--- config.mk ---
export PLATFORM = sky130hd
export DESIGN_NAME = bkpt_top
export DESIGN_NICKNAME = d
export VERILOG_FILES = /design/src/inc/bkpt_pkg.sv /design/src/rtl/bkpt_top.sv
export VERILOG_INCLUDE_DIRS = /design/src /design/src/inc
export SDC_FILE = /design/constraint.sdc
export NUM_CORES = 1
export LEC_CHECK = 0
export ABC_CLOCK_PERIOD_IN_PS = 3200
export BUFFER_PORTS_ARGS = -buffer_cell sky130_fd_sc_hd__buf_2
export CAP_MARGIN = 20
export CORE_AREA = 5 5 147 121
export CTS_CLUSTER_DIAMETER = 100
export DETAILED_ROUTE_END_ITERATION = 8
export DIE_AREA = 0 0 152 126
export PLACE_DENSITY = 0.65
export SLEW_MARGIN = 10
export SYNTH_ARGS = -nofsm -noshare
export SYNTH_HDL_FRONTEND = slang
export SYNTH_SLANG_ARGS = --single-unit
export TNS_END_PERCENT = 50
--- constraint.sdc ---
create_clock -name CLOCK -period 3.2 [get_ports CLOCK]
set_input_delay 0.64 -clock CLOCK [delete_from_list [all_inputs] [get_ports CLOCK]]
set_output_delay 0.64 -clock CLOCK [all_outputs]
set_load 0.01 [all_outputs]
--- src/inc/bkpt_regs.svh ---
// Register indices, field positions and reset values of the breakpoint block.
// Assumes byte address = index * 4 on a 32-bit APB.
`ifndef BKPT_REGS_SVH
`define BKPT_REGS_SVH

`define BKPT_IDX_CTRL0      6'h20
`define BKPT_IDX_CTRL1      6'h21
`define BKPT_IDX_ADDR_HIGH  6'h22
`define BKPT_IDX_ADDR_LOW   6'h23
`define BKPT_IDX_DATA_HIGH  6'h24
`define BKPT_IDX_DATA_LOW   6'h25
`define BKPT_IDX_IRQ_STATUS 6'h26
`define BKPT_IDX_IRQ_MASK   6'h27
`define BKPT_IDX_DEBUG_CTRL 6'h28

`define BKPT_RST_BYTE       8'h00
`define BKPT_RST_IRQ        3'h0

// Control 0 fields
`define BKPT_C0_MODE_HI     7
`define BKPT_C0_MODE_LO     6
`define BKPT_C0_PROG        5
`define BKPT_C0_BP1_RANGE   3
`define BKPT_C0_BP0_RANGE   2
`define BKPT_C0_RW_MASK     8'hEC

// Control 1 fields
`define BKPT_C1_DATA_EN     6
`define BKPT_C1_MASK_HIGH   5
`define BKPT_C1_MASK_LOW    4
`define BKPT_C1_BP1_DIR_EN  3
`define BKPT_C1_BP1_DIR_VAL 2
`define BKPT_C1_BP0_DIR_EN  1
`define BKPT_C1_BP0_DIR_VAL 0
`define BKPT_C1_RW_MASK     8'h7F

// Interrupt status bits
`define BKPT_IRQ_BP0        0
`define BKPT_IRQ_BP1        1
`define BKPT_IRQ_TAG        2

// Debug control bits
`define BKPT_DC_TAG_CMD     0

// Instruction queue length in bytes
`define BKPT_QUEUE_BYTES    6
`define BKPT_QUEUE_FULL2    3'd4

`endif

--- src/inc/bkpt_pkg.sv ---
// Types shared by the breakpoint and tagging block.
// Assumes the register header is included by the design files.
package bkpt_pkg;

    typedef enum logic [1:0] {
        BKPT_MODE_OFF,
        BKPT_MODE_SWI_DUAL,
        BKPT_MODE_FULL,
        BKPT_MODE_DBG_DUAL
    } bkpt_mode_type;

    typedef enum logic {
        TAG_IDLE,
        TAG_ACTIVE
    } bkpt_tag_state_type;

    typedef struct packed {
        logic [7:0]         ctrl0;
        logic [7:0]         ctrl1;
        logic [7:0]         addr_hi;
        logic [7:0]         addr_lo;
        logic [7:0]         data_hi;
        logic [7:0]         data_lo;
        logic [2:0]         irq_status;
        logic [2:0]         irq_mask;
        bkpt_tag_state_type tag_state;
        logic [31:0]        prdata;
        logic               halt_prev;
        logic               bclk_prev;
        logic [7:0]         phase_cnt;
        logic [7:0]         low_len;
        logic [7:0]         high_len;
        logic [2:0]         q_cnt;
        logic [5:0]         q_tag;
        logic               brk_swi;
        logic               brk_dbg;
        logic               tag_halt;
    } bkpt_state_type;

endpackage

--- src/rtl/bkpt_top.sv ---
// Hardware breakpoint compare and instruction tagging, with APB registers.
// Assumes CPU bus signals, bus clock and tag pins are synchronous to CLOCK.
//
// Decided for this implementation: the APB interface to the registers.
`timescale 1ns/10ps
`include "bkpt_regs.svh"

module bkpt_top (
    input  wire logic        CLOCK,          // System clock, 20 MHz
    input  wire logic        RSTN,           // Asynchronous reset, low active
    input  wire logic        CE,             // Clock enable, freezes all state
    input  wire logic        PSEL,           // APB select
    input  wire logic        PENABLE,        // APB access phase
    input  wire logic        PWRITE,         // APB direction
    input  wire logic [11:0] PADDR,          // APB byte address
    input  wire logic [31:0] PWDATA,         // APB write data
    output logic      [31:0] PRDATA,         // APB read data
    output logic             PREADY,         // APB ready
    output logic             PSLVERR,        // APB error on unmapped address
    output logic             IRQ,            // Level interrupt
    input  wire logic [15:0] CPU_ADDR,       // CPU address bus
    input  wire logic [15:0] CPU_DATA,       // CPU data bus
    input  wire logic        CPU_READ,       // High for read cycle
    input  wire logic        CPU_CYCLE,      // Valid bus cycle strobe
    input  wire logic        PROG_FETCH,     // Program word fetched this bus cycle
    input  wire logic        QUEUE_ADVANCE,  // Queue head byte consumed
    input  wire logic        DEBUG_HALT,     // Debug halt state active
    input  wire logic        BUS_CLOCK,      // Bus clock level
    input  wire logic        DBG_PIN_IN,     // Single wire debug pin level
    input  wire logic        DBG_PIN_OUT_IN, // Debug unit drive value
    input  wire logic        DBG_PIN_OE_IN,  // Debug unit drive enable
    output logic             DBG_PIN_OUT,    // Debug pin drive value
    output logic             DBG_PIN_OE,     // Debug pin drive enable
    input  wire logic        LO_PIN_IN,      // Port E bit 3 pin level
    input  wire logic        LO_PORT_OUT,    // Port logic drive value
    input  wire logic        LO_PORT_OE,     // Port logic drive enable
    input  wire logic        STROBE_IN,      // Low byte strobe from bus logic
    output logic             LO_PIN_OUT,     // Port E bit 3 drive value
    output logic             LO_PIN_OE,      // Port E bit 3 drive enable
    output logic             TAGGING,        // Tagging active
    output logic             SERIAL_CMD_EN,  // Debug serial commands allowed
    output logic             BREAK_SWI,      // Software interrupt request pulse
    output logic             BREAK_DEBUG,    // Debug halt request pulse
    output logic             TAG_HALT        // Tagged instruction at queue head
);
    import bkpt_pkg::*;

    bkpt_state_type s_q;
    bkpt_state_type s_d;

    // ------------------------------------------------------------
    // Helper functions
    // ------------------------------------------------------------

    // Register index from a byte address, 6'h3F when unaligned
    function automatic logic [5:0] reg_index(input logic [11:0] a);
        reg_index = (a[1:0] == 2'b00 && a[11:8] == 4'h0) ? a[7:2] : 6'h3F;
    endfunction

    // Direction qualifier: passes when disabled
    function automatic logic dir_ok(input logic en, input logic val, input logic rd);
        dir_ok = !en || (val == rd);
    endfunction

    // Byte compare, skipped when not used
    function automatic logic byte_ok(input logic use_it, input logic [7:0] r,
                                     input logic [7:0] b);
        byte_ok = !use_it || (r == b);
    endfunction

    // ------------------------------------------------------------
    // Breakpoint compare
    // ------------------------------------------------------------

    bkpt_mode_type mode;
    logic          data_en;
    logic          addr0_hit;
    logic          dir0_hit;
    logic          dir1_hit;
    logic          data_hit;
    logic          dual_hit;
    logic          bp0_hit;
    logic          bp1_hit;
    logic          brk_allowed;

    // Compare terms; masks only matter in full mode
    always_comb begin
        mode     = bkpt_mode_type'(s_q.ctrl0[`BKPT_C0_MODE_HI:`BKPT_C0_MODE_LO]);
        data_en  = s_q.ctrl1[`BKPT_C1_DATA_EN];
        addr0_hit = (s_q.addr_hi == CPU_ADDR[15:8])
            && byte_ok(s_q.ctrl0[`BKPT_C0_BP0_RANGE], s_q.addr_lo, CPU_ADDR[7:0]);
        dir0_hit = dir_ok(s_q.ctrl1[`BKPT_C1_BP0_DIR_EN],
                          s_q.ctrl1[`BKPT_C1_BP0_DIR_VAL], CPU_READ);
        dir1_hit = dir_ok(s_q.ctrl1[`BKPT_C1_BP1_DIR_EN],
                          s_q.ctrl1[`BKPT_C1_BP1_DIR_VAL], CPU_READ);
        data_hit = !data_en
            || (byte_ok(!s_q.ctrl1[`BKPT_C1_MASK_HIGH], s_q.data_hi, CPU_DATA[15:8])
            && byte_ok(!s_q.ctrl1[`BKPT_C1_MASK_LOW], s_q.data_lo, CPU_DATA[7:0]));
        dual_hit = data_en && (s_q.data_hi == CPU_ADDR[15:8])
            && byte_ok(s_q.ctrl0[`BKPT_C0_BP1_RANGE], s_q.data_lo, CPU_ADDR[7:0]);
        brk_allowed = CPU_CYCLE && !DEBUG_HALT;
        bp0_hit = 1'b0;
        bp1_hit = 1'b0;
        unique case (mode)
            BKPT_MODE_OFF: begin
                bp0_hit = 1'b0;
            end
            BKPT_MODE_SWI_DUAL: begin
                // Direction bits have no say in the software interrupt mode
                bp0_hit = brk_allowed && addr0_hit;
                bp1_hit = brk_allowed && dual_hit;
            end
            BKPT_MODE_FULL: begin
                bp0_hit = brk_allowed && addr0_hit && dir0_hit && data_hit;
            end
            BKPT_MODE_DBG_DUAL: begin
                bp0_hit = brk_allowed && addr0_hit && dir0_hit;
                bp1_hit = brk_allowed && dual_hit && dir1_hit;
            end
        endcase
    end

    // ------------------------------------------------------------
    // APB decode
    // ------------------------------------------------------------

    logic [5:0] idx;
    logic       mapped;
    logic       wr_en;
    logic       setup;
    logic [7:0] rd_byte;

    // Zero wait states; read data is captured in the setup cycle
    always_comb begin
        idx    = reg_index(PADDR);
        mapped = (idx >= `BKPT_IDX_CTRL0) && (idx <= `BKPT_IDX_DEBUG_CTRL);
        setup  = PSEL && !PENABLE;
        wr_en  = PSEL && PENABLE && PWRITE && mapped;
        unique case (idx)
            `BKPT_IDX_CTRL0:      rd_byte = s_q.ctrl0;
            `BKPT_IDX_CTRL1:      rd_byte = s_q.ctrl1;
            `BKPT_IDX_ADDR_HIGH:  rd_byte = s_q.addr_hi;
            `BKPT_IDX_ADDR_LOW:   rd_byte = s_q.addr_lo;
            `BKPT_IDX_DATA_HIGH:  rd_byte = s_q.data_hi;
            `BKPT_IDX_DATA_LOW:   rd_byte = s_q.data_lo;
            `BKPT_IDX_IRQ_STATUS: rd_byte = {5'h00, s_q.irq_status};
            `BKPT_IDX_IRQ_MASK:   rd_byte = {5'h00, s_q.irq_mask};
            `BKPT_IDX_DEBUG_CTRL: rd_byte = {7'h00, s_q.tag_state == TAG_ACTIVE};
            default:              rd_byte = 8'h00;
        endcase
    end

    // ------------------------------------------------------------
    // Next state
    // ------------------------------------------------------------

    logic       bclk_fall;
    logic       halt_rise;
    logic       tag_cmd;
    logic       tag_on;
    logic [2:0] cnt_a;
    logic [5:0] tag_a;

    always_comb begin
        s_d       = s_q;
        tag_on    = (s_q.tag_state == TAG_ACTIVE);
        bclk_fall = s_q.bclk_prev && !BUS_CLOCK;
        halt_rise = DEBUG_HALT && !s_q.halt_prev;
        tag_cmd   = wr_en && (idx == `BKPT_IDX_DEBUG_CTRL) && PWDATA[`BKPT_DC_TAG_CMD];
        cnt_a     = s_q.q_cnt;
        tag_a     = s_q.q_tag;

        s_d.halt_prev = DEBUG_HALT;
        s_d.bclk_prev = BUS_CLOCK;
        if (setup) begin
            s_d.prdata = {24'h00_0000, rd_byte};
        end

        // Register writes
        if (wr_en) begin
            unique case (idx)
                `BKPT_IDX_CTRL0:     s_d.ctrl0   = PWDATA[7:0] & `BKPT_C0_RW_MASK;
                `BKPT_IDX_CTRL1:     s_d.ctrl1   = PWDATA[7:0] & `BKPT_C1_RW_MASK;
                `BKPT_IDX_ADDR_HIGH: s_d.addr_hi = PWDATA[7:0];
                `BKPT_IDX_ADDR_LOW:  s_d.addr_lo = PWDATA[7:0];
                `BKPT_IDX_DATA_HIGH: s_d.data_hi = PWDATA[7:0];
                `BKPT_IDX_DATA_LOW:  s_d.data_lo = PWDATA[7:0];
                `BKPT_IDX_IRQ_MASK:  s_d.irq_mask = PWDATA[2:0];
                `BKPT_IDX_IRQ_STATUS: s_d.irq_status = s_q.irq_status & ~PWDATA[2:0];
                default: s_d.ctrl0 = s_q.ctrl0;
            endcase
        end

        // Tagging state; halt entry beats a command in the same cycle
        unique case (s_q.tag_state)
            TAG_IDLE: begin
                if (tag_cmd && !halt_rise) begin
                    s_d.tag_state = TAG_ACTIVE;
                end
            end
            TAG_ACTIVE: begin
                if (DEBUG_HALT) begin
                    s_d.tag_state = TAG_IDLE;
                end
            end
        endcase

        // Bus clock phase lengths, used to place the strobe window
        if (BUS_CLOCK != s_q.bclk_prev) begin
            if (BUS_CLOCK) begin
                s_d.low_len = s_q.phase_cnt;
            end else begin
                s_d.high_len = s_q.phase_cnt;
            end
            s_d.phase_cnt = 8'h01;
        end else if (s_q.phase_cnt != 8'hFF) begin
            s_d.phase_cnt = s_q.phase_cnt + 8'h01;
        end

        // Queue: head pops first, then a fetched word enters high byte first
        if (QUEUE_ADVANCE && cnt_a != 3'd0) begin
            tag_a = {1'b0, tag_a[5:1]};
            cnt_a = cnt_a - 3'd1;
        end
        if (bclk_fall && PROG_FETCH && cnt_a <= `BKPT_QUEUE_FULL2) begin
            tag_a[cnt_a]         = tag_on && !DBG_PIN_IN;
            tag_a[cnt_a + 3'd1]  = tag_on && !LO_PIN_IN;
            cnt_a = cnt_a + 3'd2;
        end
        if (halt_rise) begin
            // Halt discards prefetched bytes, so stale tags cannot fire later
            cnt_a = 3'd0;
            tag_a = 6'h00;
        end
        s_d.q_cnt = cnt_a;
        s_d.q_tag = tag_a;

        // Break outputs and sticky events; a new event wins over a clear
        s_d.tag_halt = (s_q.q_cnt != 3'd0) && s_q.q_tag[0] && !DEBUG_HALT;
        s_d.brk_swi  = (mode == BKPT_MODE_SWI_DUAL) && (bp0_hit || bp1_hit);
        s_d.brk_dbg  = (mode == BKPT_MODE_FULL || mode == BKPT_MODE_DBG_DUAL)
                       && (bp0_hit || bp1_hit);
        s_d.irq_status[`BKPT_IRQ_BP0] = s_d.irq_status[`BKPT_IRQ_BP0] | bp0_hit;
        s_d.irq_status[`BKPT_IRQ_BP1] = s_d.irq_status[`BKPT_IRQ_BP1] | bp1_hit;
        s_d.irq_status[`BKPT_IRQ_TAG] = s_d.irq_status[`BKPT_IRQ_TAG]
                                        | (s_d.tag_halt && !s_q.tag_halt);
    end

    // ------------------------------------------------------------
    // State register
    // ------------------------------------------------------------

    // Whole state frozen while CE is low
    always_ff @(posedge CLOCK or negedge RSTN) begin
        if (!RSTN) begin
            s_q            <= '0;
            s_q.ctrl0      <= `BKPT_RST_BYTE;
            s_q.ctrl1      <= `BKPT_RST_BYTE;
            s_q.addr_hi    <= `BKPT_RST_BYTE;
            s_q.addr_lo    <= `BKPT_RST_BYTE;
            s_q.data_hi    <= `BKPT_RST_BYTE;
            s_q.data_lo    <= `BKPT_RST_BYTE;
            s_q.irq_status <= `BKPT_RST_IRQ;
            s_q.irq_mask   <= `BKPT_RST_IRQ;
            s_q.tag_state  <= TAG_IDLE;
        end else if (CE) begin
            s_q <= s_d;
        end
    end

    // ------------------------------------------------------------
    // Outputs and shared pins
    // ------------------------------------------------------------

    logic strobe_window;

    // Combinational level keeps pace with phase_cnt; assumes a steady bus clock
    always_comb begin
        strobe_window = s_q.bclk_prev ? (s_q.phase_cnt < (s_q.high_len >> 1))
                                      : (s_q.phase_cnt >= (s_q.low_len >> 1));
    end

    // Bus answers and pin muxing
    always_comb begin
        PRDATA        = s_q.prdata;
        PREADY        = 1'b1;
        PSLVERR       = PSEL && PENABLE && !mapped;
        IRQ           = |(s_q.irq_status & s_q.irq_mask);
        TAGGING       = tag_on;
        SERIAL_CMD_EN = !tag_on;
        DBG_PIN_OUT   = DBG_PIN_OUT_IN;
        DBG_PIN_OE    = DBG_PIN_OE_IN && !tag_on;
        LO_PIN_OUT    = tag_on ? STROBE_IN : LO_PORT_OUT;
        LO_PIN_OE     = tag_on ? strobe_window : LO_PORT_OE;
        BREAK_SWI     = s_q.brk_swi;
        BREAK_DEBUG   = s_q.brk_dbg;
        TAG_HALT      = s_q.tag_halt;
    end

endmodule

**Yosys cells after proc, flatten, opt, wreduce, memory -nomap -nowiden**

Index checks and enable logic that the tools add are counted.

- Add/sub/neg operators: 4
- $lt $le $gt $ge: 9
- Equality and inequality tests: 22
- Mux-type cells: 27
- Bitwise gates (word level): 8
- Reductions and logical operators: 76

Operators by type and width:

| cell | number |
|---|---|
| case mux 8 bit (9 select lines) | 1 |
| equality test 6 bit (second input constant) | 9 |
| equality test 8 bit | 6 |
| logical AND 1 bit | 35 |
| two-way mux 6 bit | 5 |
| AND reduction 3 bit | 9 |
| two-way mux 8 bit | 2 |
| logical NOT 1 bit | 15 |
| two-way mux 3 bit | 5 |
| bitwise mux 6 bit | 2 |
| logical OR 1 bit | 9 |
| adder 8 x 1 -> 8 bit (second input constant) | 1 |
| >= comparator 8 x 7 -> 1 bit | 1 |
| < comparator 3 x 4 -> 1 bit (second input constant) | 2 |
| < comparator 8 x 7 -> 1 bit | 1 |
| inequality test 8 bit (second input constant) | 1 |
| two-way mux 1 bit | 7 |
| AND 3 bit | 2 |
| demux 1 bit (select 3 bit) | 2 |
| >= comparator 3 x 1 -> 1 bit (second input constant) | 2 |
| >= comparator 6 bit (second input constant) | 1 |
| <= comparator 6 bit (second input constant) | 1 |
| equality test 2 bit (second input constant) | 2 |
| logical NOT 2 bit | 2 |
| 17 further kinds | 23 |

- Register bits: 97
- Input port bits: 95
- Output and inout bits: 44
- Word-level logic and storage cells: 166

**Logic depth before layout (Yosys ltp)**

Gate-level depths: netlist (run 1).

- Word-level depth: 11
- Mapped depth: 16
- Depth with buffers taken out: 13

**Least setup slack after synthesis (run 1)**

Ideal clock, no wire load.

- Path kind: register to register
- Start point: reg s_q[9] (netlist name)
- End point: reg s_q[3] (netlist name)
- Library setup time: 0.086 ns
- Arrival: 2.881 ns
- Data required time: 3.114 ns
- Path slack: 0.234 ns
- Stages on the path, launching flop included: 15
- Clock period less this slack: 2.966 ns
- Path through: dfrtp_1 buf_2 inv_2 ha_1 nand2b_1 buf_4 nand2_2 buf_2 o21ai_0 inv_1 ha_1 and3_4 o31a_1 or3_1 a32oi_1

- Word-level cells in the longest chain between the ends: 11
- Elaborated cells between the ends (all ways): 22
- Classes of those cells: add/sub (2); order compare (5); mux (10); reduce/logical (5)

RTL lines:

| element | RTL line | text |
|---|---|---|
| from (decl) | bkpt_top.sv:48 | `bkpt_state_type s_q;` |
| parallel branches: the longest is 9 deep, another holds < comparator 3 x 4 -> 1 bit | n/a |  |
| two-way mux 6 bit (*) | bkpt_top.sv:225 | `` if (bclk_fall && PROG_FETCH && cnt_a <= `BKPT_QUEUE_FULL2) begin `` |
| two-way mux 6 bit (*) | bkpt_top.sv:230 | `if (halt_rise) begin` |

Mark *: on every way between the ends.
A chain may end at the register's enable or synchronous reset.

**Worst setup path in the final report (run 1)**

- Start point: reg s_q[34] (netlist name)
- End point: out LO_PIN_OE

- Word-level cells in the longest chain between the ends: 3
- Elaborated cells between the ends (all ways): 4
- Classes of those cells: order compare (2); mux (2)

RTL lines:

| element | RTL line | text |
|---|---|---|
| >= comparator 8 x 7 -> 1 bit / < comparator 8 x 7 -> 1 bit (equally long branches) | bkpt_top.sv:280, bkpt_top.sv:279 |  |
| two-way mux 1 bit (*) | bkpt_top.sv:279 | `strobe_window = s_q.bclk_prev ? (s_q.phase_cnt < (s_q.high_len >> 1))` |
| two-way mux 1 bit (*) | bkpt_top.sv:294 | `LO_PIN_OE = tag_on ? strobe_window : LO_PORT_OE;` |
| to (decl) | bkpt_top.sv:39 | `output logic LO_PIN_OE,` |

Mark *: on every way between the ends. The rest lies on a longest branch, timed or not.

==> flow_metrics.py, run 1 <==
metrics = {
    "cells_and_area": {
        "n_antenna_cell": 0,
        "mostFrequentLayoutCells": "dfrtp_1 (94), buf_2 (86), mux2_2 (52)",
        "syn_to_final_growth_pct": 13.74,
        "nets": 820,
        "layout_commonest_cell": "dfrtp_1",
        "fillCellCount": 1585,
        "drive_gt1_share_pct": 27.12,
    },
    "critical_path": {
        "required_ps": 2560,
        "critical_path_arrival_ps": 2370,
        "crit_fanout": 7,
        "r2r_cells": 10,
        "cp-end-kind": "output pin",
        "cp-start-kind": "flip-flop",
        "crit_type": "reg2out",
    },
    "routing": {
        "antenna_left": 0,
        "num_vias": 4928,
        "wl_mm": 16.21,
        "avgRoutedWirePerCell_microns": 17.47,
        "dr.pass1.iters": 5,
        "drt_first_iter_violations": 433,
        "drc": 0,
        "viasPerCell": 5.310,
    },
    "clock_network": {
        "worstSkewPairLatency_ps": 360,
        "cts_made_buffers": 9,
        "cts_resized": 0,
        "max-clock-path-buffers": 2,
        "post_cts_buffers": 0,
        "cts_tree": "done",
        "hold_buffers": 0,
        "cts_htree_levels": 3,
        "root_buffer": "clkbuf_16",
        "cts_sinks": 95,
        "clk_pin_slew_ps": 70,
    },
    "timing": {
        "max_slew_margin_pct": 60.35,
        "fin_skew_ps": 11.57,
        "worstMarginPinSlew_ps": 592.8,
        "grt_setup_unrepaired": "false",
        "fin_crit_sh_pct": 94.21,
        "tns_ps": 0,
        "hold_viol_final": 0,
        "finalWorstSetupSlack_ps": 185.3,
        "finalSetupViolations": 0,
        "fmax_ghz": 0.3317,
        "post-route-min-period_ps": 3015,
        "slew_viol_final": 0,
    },
    "synthesis": {
        "synth.distinct_cells": 67,
        "ys_ff_latch": 95,
        "synth_ff_type": "dfrtp_1",
        "synth-edff-count": 0,
        "syn_area_per_cell_sq_um": 10.04,
        "seq_area_frac_synth_pct": 37.72,
        "synth_warnings": 0,
        "synthArstFlopShare_pct": 100.0,
        "syn-cell-area_sq_mm": 0.006302,
        "postSynthCellCount": 628,
    },
    "power_and_ir_drop": {
        "leakagePower_nw": 3.336,
        "p_sw_mw": 1.357,
        "sw_frac_of_total_pct": 34.77,
        "power.density_mw_per_mm2": 544.5,
        "irDropWorstVdd_mv": 0.3353,
        "p_int_mw": 2.546,
        "pwr-share-comb_pct": 35.3,
        "seq_power_share_pct": 34.3,
        "finalPower_mw": 3.903,
        "clkPwrFrac_pct": 30.4,
    },
    "global_route": {
        "antenna_found_initial": 0,
        "grt_max_degree": 82,
        "grt_pass1_wl_mm": 25.91,
        "gr-total-overflow": 0,
        "grt_pass1_vias": 4649,
        "grt_use_total_pct": 16.89,
    },
    "placement": {
        "gp_congestion": 0.8969,
        "io_buffers": 87,
        "dpl.hpwl_mm": 12.28,
        "pre_cts_slack_ps": 492.5,
    },
    "floorplanning": {
        "core-area_sq_mm": 0.01619,
        "die_y_microns": 126,
        "die_x_microns": 152,
        "dieArea_sq_mm": 0.01915,
        "ioPinCount": 139,
        "initial_core_util_pct": 38.94,
        "num_rows": 42,
    },
    "worst_hold_path": {
        "hp-class": "in2async",
    },
    "job": {
        "maxCapViolCount": 0,
    },
    "status": {
        "status": "completed",
    },
}
[per-layer routing]
layer  global-route usage, %  vias to the layer above  routed length (microns)
met2                   24.03                      181                     6784
met4                   4.915                        0                      241
li1                        -                     2355                        -
met1                   25.70                     2375                     8031
met3                   3.601                       17                     1155
met5                       0                        -                        0
[cells by family after synthesis]
logic type,count (synthesis),synth area share [%]
other,2,0.1192
multiplexers,77,14.61
flip-flops,95,37.72
AO/OA/AOI/OAI,127,12.92
AND/OR/NAND/NOR,159,14.43
adder cells (fa/ha/maj),22,4.368
XOR/XNOR,56,8.080
buffers and inverters,90,7.743
[cell usage after synthesis, types with 3 or more instances]
library cell	n	share of area (%)
a2bb2oi_1	4	0.56
nor3_4	3	0.77
nand4b_1	3	0.42
mux4_2	5	1.8
and3_1	9	0.89
nor2_1	21	1.3
or3_1	3	0.30
xnor2_1	36	5.0
mux2_2	52	9.3
nand2_2	4	0.40
clkbuf_1	13	0.77
nand4_1	17	1.7
dfrtp_1	95	38
nor2b_1	11	1.1
a31oi_1	8	0.79
o21ai_0	42	3.3
buf_2	6	0.48
nand2b_1	6	0.60
ha_1	22	4.4
a21oi_1	24	1.9
inv_1	30	1.8
a21o_1	5	0.60
o31a_1	3	0.42
nand3b_1	3	0.36
mux2_1	8	1.4
mux2i_1	11	1.7
nor3_1	9	0.71
o31ai_1	5	0.60
nand3_1	14	1.1
buf_4	38	4.5
a32oi_1	5	0.69
xor2_1	19	2.6
o211ai_1	10	1.2
nand2_1	41	2.4
[worst max-delay path, stage by stage (launching register included)]
cell and delay, ps:
dfrtp_1 470, ha_1 230, or4_1 480, a21oi_2 150, nor2b_1 130, o21ai_0 90, a2bb2oi_1 220, a21oi_1 90
buf_2 160
[per-stage QoR]
step	cell area (sq um)	hold slack [ps]	util, %	instances
final	7168	137.2	44.29	928
after global routing	7168	144.1	44.29	928
after CTS	7163	135.8	44.26	928
after detailed placement	6840	463.1	42.26	912
after global placement	6840	458.1	42.26	912
after floorplan	6389	344.4	-	651
[layout make-up]
cell class / count / area (sq um) / area share, %
Multi-Input combinational cell: 466 / 3527 / 49.21
Sequential cell: 95 / 2379 / 33.18
Timing Repair Buffer: 100 / 548.0 / 7.645
Tap cell: 220 / 275.3 / 3.840
Clock buffer: 10 / 229.0 / 3.194
Inverter: 31 / 116.4 / 1.623
Clock inverter: 6 / 93.84 / 1.309
[power groups by stage]
stage	clock [mW]	sequential (mW)	combinational, mW
after floorplan	0	1.34	1.03
after global placement	0	1.36	1.34
after detailed placement	0	1.36	1.35
after CTS	1.21	1.34	1.36
after global routing	1.27	1.35	1.53
final	1.19	1.34	1.38
[sequential cells by signal (all words and copies together) (netlist names)]
register / flops
s_q: 80
mode: 2
TAG_HALT: 1
data_en: 1
TAGGING: 1
BREAK_DEBUG: 1
PRDATA: 8
BREAK_SWI: 1
[final timing paths]
check | startpoint | end | slack [ps]
min in group CLOCK | PRDATA[4]$_DFFE_PN0P_ | PRDATA[4]$_DFFE_PN0P_ | 470
hold reg to reg | PRDATA[4]$_DFFE_PN0P_ | PRDATA[4]$_DFFE_PN0P_ | 470
max in group asynchronous | RSTN | s_q[33]$_DFFE_PN0P_ | 2340
hold / removal | RSTN | PRDATA[2]$_DFFE_PN0P_ | 140
setup / recovery | s_q[34]$_DFFE_PN0P_ | LO_PIN_OE | 190
setup reg to reg | s_q[10]$_DFFE_PN0P_ | s_q[3]$_DFFE_PN0P_ | 500
Power figures use the tool's default switching activity.
==> run 2: changes to the inputs <==
--- a/config.mk
+++ b/config.mk
@@ -14,6 +14,7 @@
 export DETAILED_ROUTE_END_ITERATION = 8
 export DIE_AREA = 0 0 152 126
 export PLACE_DENSITY = 0.65
+export REMOVE_ABC_BUFFERS = 1
 export SLEW_MARGIN = 10
 export SYNTH_ARGS = -nofsm -noshare
 export SYNTH_HDL_FRONTEND = slang
==> flow_metrics.py, run 2 (synthesis results as in run 1) <==
metrics = {
    "status": {
        "status": "completed",
    },
    "global_route": {
        "grt_pass1_vias": 4672,
        "grt_pass1_wl_mm": 25.88,
        "grt_use_total_pct": 16.75,
        "gr-total-overflow": 0,
        "antenna_found_initial": 1,
        "grt_max_degree": 51,
    },
    "placement": {
        "placed_cell_area_sq_mm": 0.006820,
        "pre_cts_slack_ps": 485.3,
        "io_buffers": 87,
        "gp_congestion": 0.9599,
        "dpl.hpwl_mm": 12.34,
    },
    "timing": {
        "finalSetupViolations": 0,
        "fin_crit_sh_pct": 95.67,
        "post-route-min-period_ps": 3062,
        "slew_viol_final": 0,
        "holdWs_ps": 322.6,
        "fin_skew_ps": 7.431,
        "finalWorstSetupSlack_ps": 138.5,
        "fmax_ghz": 0.3266,
        "max_slew_margin_pct": 57.03,
        "grt_setup_unrepaired": "false",
        "hold_viol_final": 0,
        "tns_ps": 0,
        "worstMarginPinSlew_ps": 642.5,
    },
    "floorplanning": {
        "die_x_microns": 152,
        "die_y_microns": 126,
        "core-area_sq_mm": 0.01619,
        "dieArea_sq_mm": 0.01915,
        "ioPinCount": 139,
        "initial_core_util_pct": 38.94,
        "num_rows": 42,
    },
    "clock_network": {
        "root_buffer": "clkbuf_16",
        "post_cts_buffers": 0,
        "cts_resized": 0,
        "cts_htree_levels": 3,
        "cts_tree": "done",
        "max-clock-path-buffers": 2,
        "worstSkewPairLatency_ps": 350,
        "hold_buffers": 0,
        "cts_made_buffers": 9,
        "cts_sinks": 95,
        "clk_pin_slew_ps": 70,
    },
    "routing": {
        "avgRoutedWirePerCell_microns": 17.42,
        "drt_first_iter_violations": 329,
        "antenna_left": 0,
        "wl_mm": 16.13,
        "dr.pass1.iters": 4,
        "viasPerCell": 5.272,
        "drc": 0,
        "num_vias": 4882,
    },
    "critical_path": {
        "cp-end-kind": "output pin",
        "r2r_cells": 11,
        "crit_path_top_delay_cell": "or4_1",
        "crit_fanout": 8,
        "critPathMaxStageDelay_ps": 530,
        "crit_type": "reg2out",
        "crit_chain": "ha_1 -> or4_1 -> a21oi_1 -> nor2b_1 -> o21ai_0 -> a2bb2oi_1 -> a21oi_1 -> buf_2",
        "cp-start-kind": "flip-flop",
        "critical_path_arrival_ps": 2420,
        "critical-path-top-delay-family": "simple AND/OR/NAND/NOR gates",
        "required_ps": 2560,
        "crit_cells": 8,
        "path_buf_inv": 1,
        "critPathMostFrequentCell": "a21oi_1",
    },
    "cells_and_area": {
        "nets": 819,
        "n_antenna_cell": 0,
        "largest_reg_flops": 80,
        "mostFrequentLayoutCells": "dfrtp_1 (95), buf_2 (86), mux2_2 (52)",
        "syn_to_final_growth_pct": 13.30,
        "drive_gt1_share_pct": 26.77,
        "largest-register": "s_q",
        "final_area_sq_mm": 0.007141,
        "layout_commonest_cell": "dfrtp_1",
    },
    "power_and_ir_drop": {
        "leakagePower_nw": 3.329,
        "irDropWorstVdd_mv": 0.2726,
        "power.density_mw_per_mm2": 539.1,
    },
    "worst_hold_path": {
        "hp-class": "in2async",
    },
    "job": {
        "maxCapViolCount": 0,
    },
}
[run 2: changes by cell type in the layout (fill, tap and decap cells not counted), sizes merged]
cell | before | now
buf | 100 | 99
clkinv | 2 | 1
[run 2: worst paths after layout]
check | start | to | slack (ps)
worst max-delay path | s_q[33]$_DFFE_PN0P_ | LO_PIN_OE | 140
worst min-delay path | RSTN | s_q[102]$_DFFE_PN0P_ | 320
worst max register to register | s_q[9]$_DFFE_PN0P_ | s_q[3]$_DFFE_PN0P_ | 430
worst min register to register | PRDATA[1]$_DFFE_PN0P_ | PRDATA[1]$_DFFE_PN0P_ | 480
max in group asynchronous | RSTN | s_q[95]$_DFFE_PN0P_ | 2150
min in group CLOCK | PRDATA[1]$_DFFE_PN0P_ | PRDATA[1]$_DFFE_PN0P_ | 480
[run 2: area by class of cell]
| class | instances | area [sq um] |
|---|---|---|
| Clock inverter | 5 | 81.33 |
| Tap cell | 220 | 275.3 |
| Multi-Input combinational cell | 466 | 3523 |
| Clock buffer | 10 | 239.0 |
| Timing Repair Buffer | 99 | 528.0 |
| Inverter | 31 | 116.4 |
| Fill cell | 1582 | 9045 |
| Sequential cell | 95 | 2377 |
[run 2: per-layer routing]
metal | vias to the layer above | share of wire, % | GRT usage [%]
met2 | 160 | 42 | 24.27
met4 | 2 | 1.3 | 4.651
met5 | - | 0.081 | 0
met3 | 17 | 7.4 | 4.218
met1 | 2354 | 49 | 24.80
li1 | 2349 | - | -
[run 2: worst register-to-register path: stages (launching register included)]
cell      delay, ps
dfrtp_1         480
inv_2           100
ha_1            180
nor2b_1         320
nor2_4          100
xnor2_4         170
inv_1           160
ha_1            230
o211ai_2        210
nor4b_1         450
a32oi_1          90
a32oi_1         210
[run 2: report_power, final]
group	switching, mW	internal [mW]	total [mW]	leakage (nW)
Clock	0.461	0.703	1.16	0.155
Sequential	0.0828	1.27	1.35	1.31
Combinational	0.758	0.576	1.33	1.86
[run 2: per-stage QoR]
step           std cells  power, mW  utilization (%)
6_report             926      3.849            44.12
5_1_grt              926      4.102            44.12
4_1_cts              926      3.887            44.12
3_5_place_dp         911      2.699            42.14
3_3_place_gp         911      2.688            42.14
2_1_floorplan        592      2.296                -
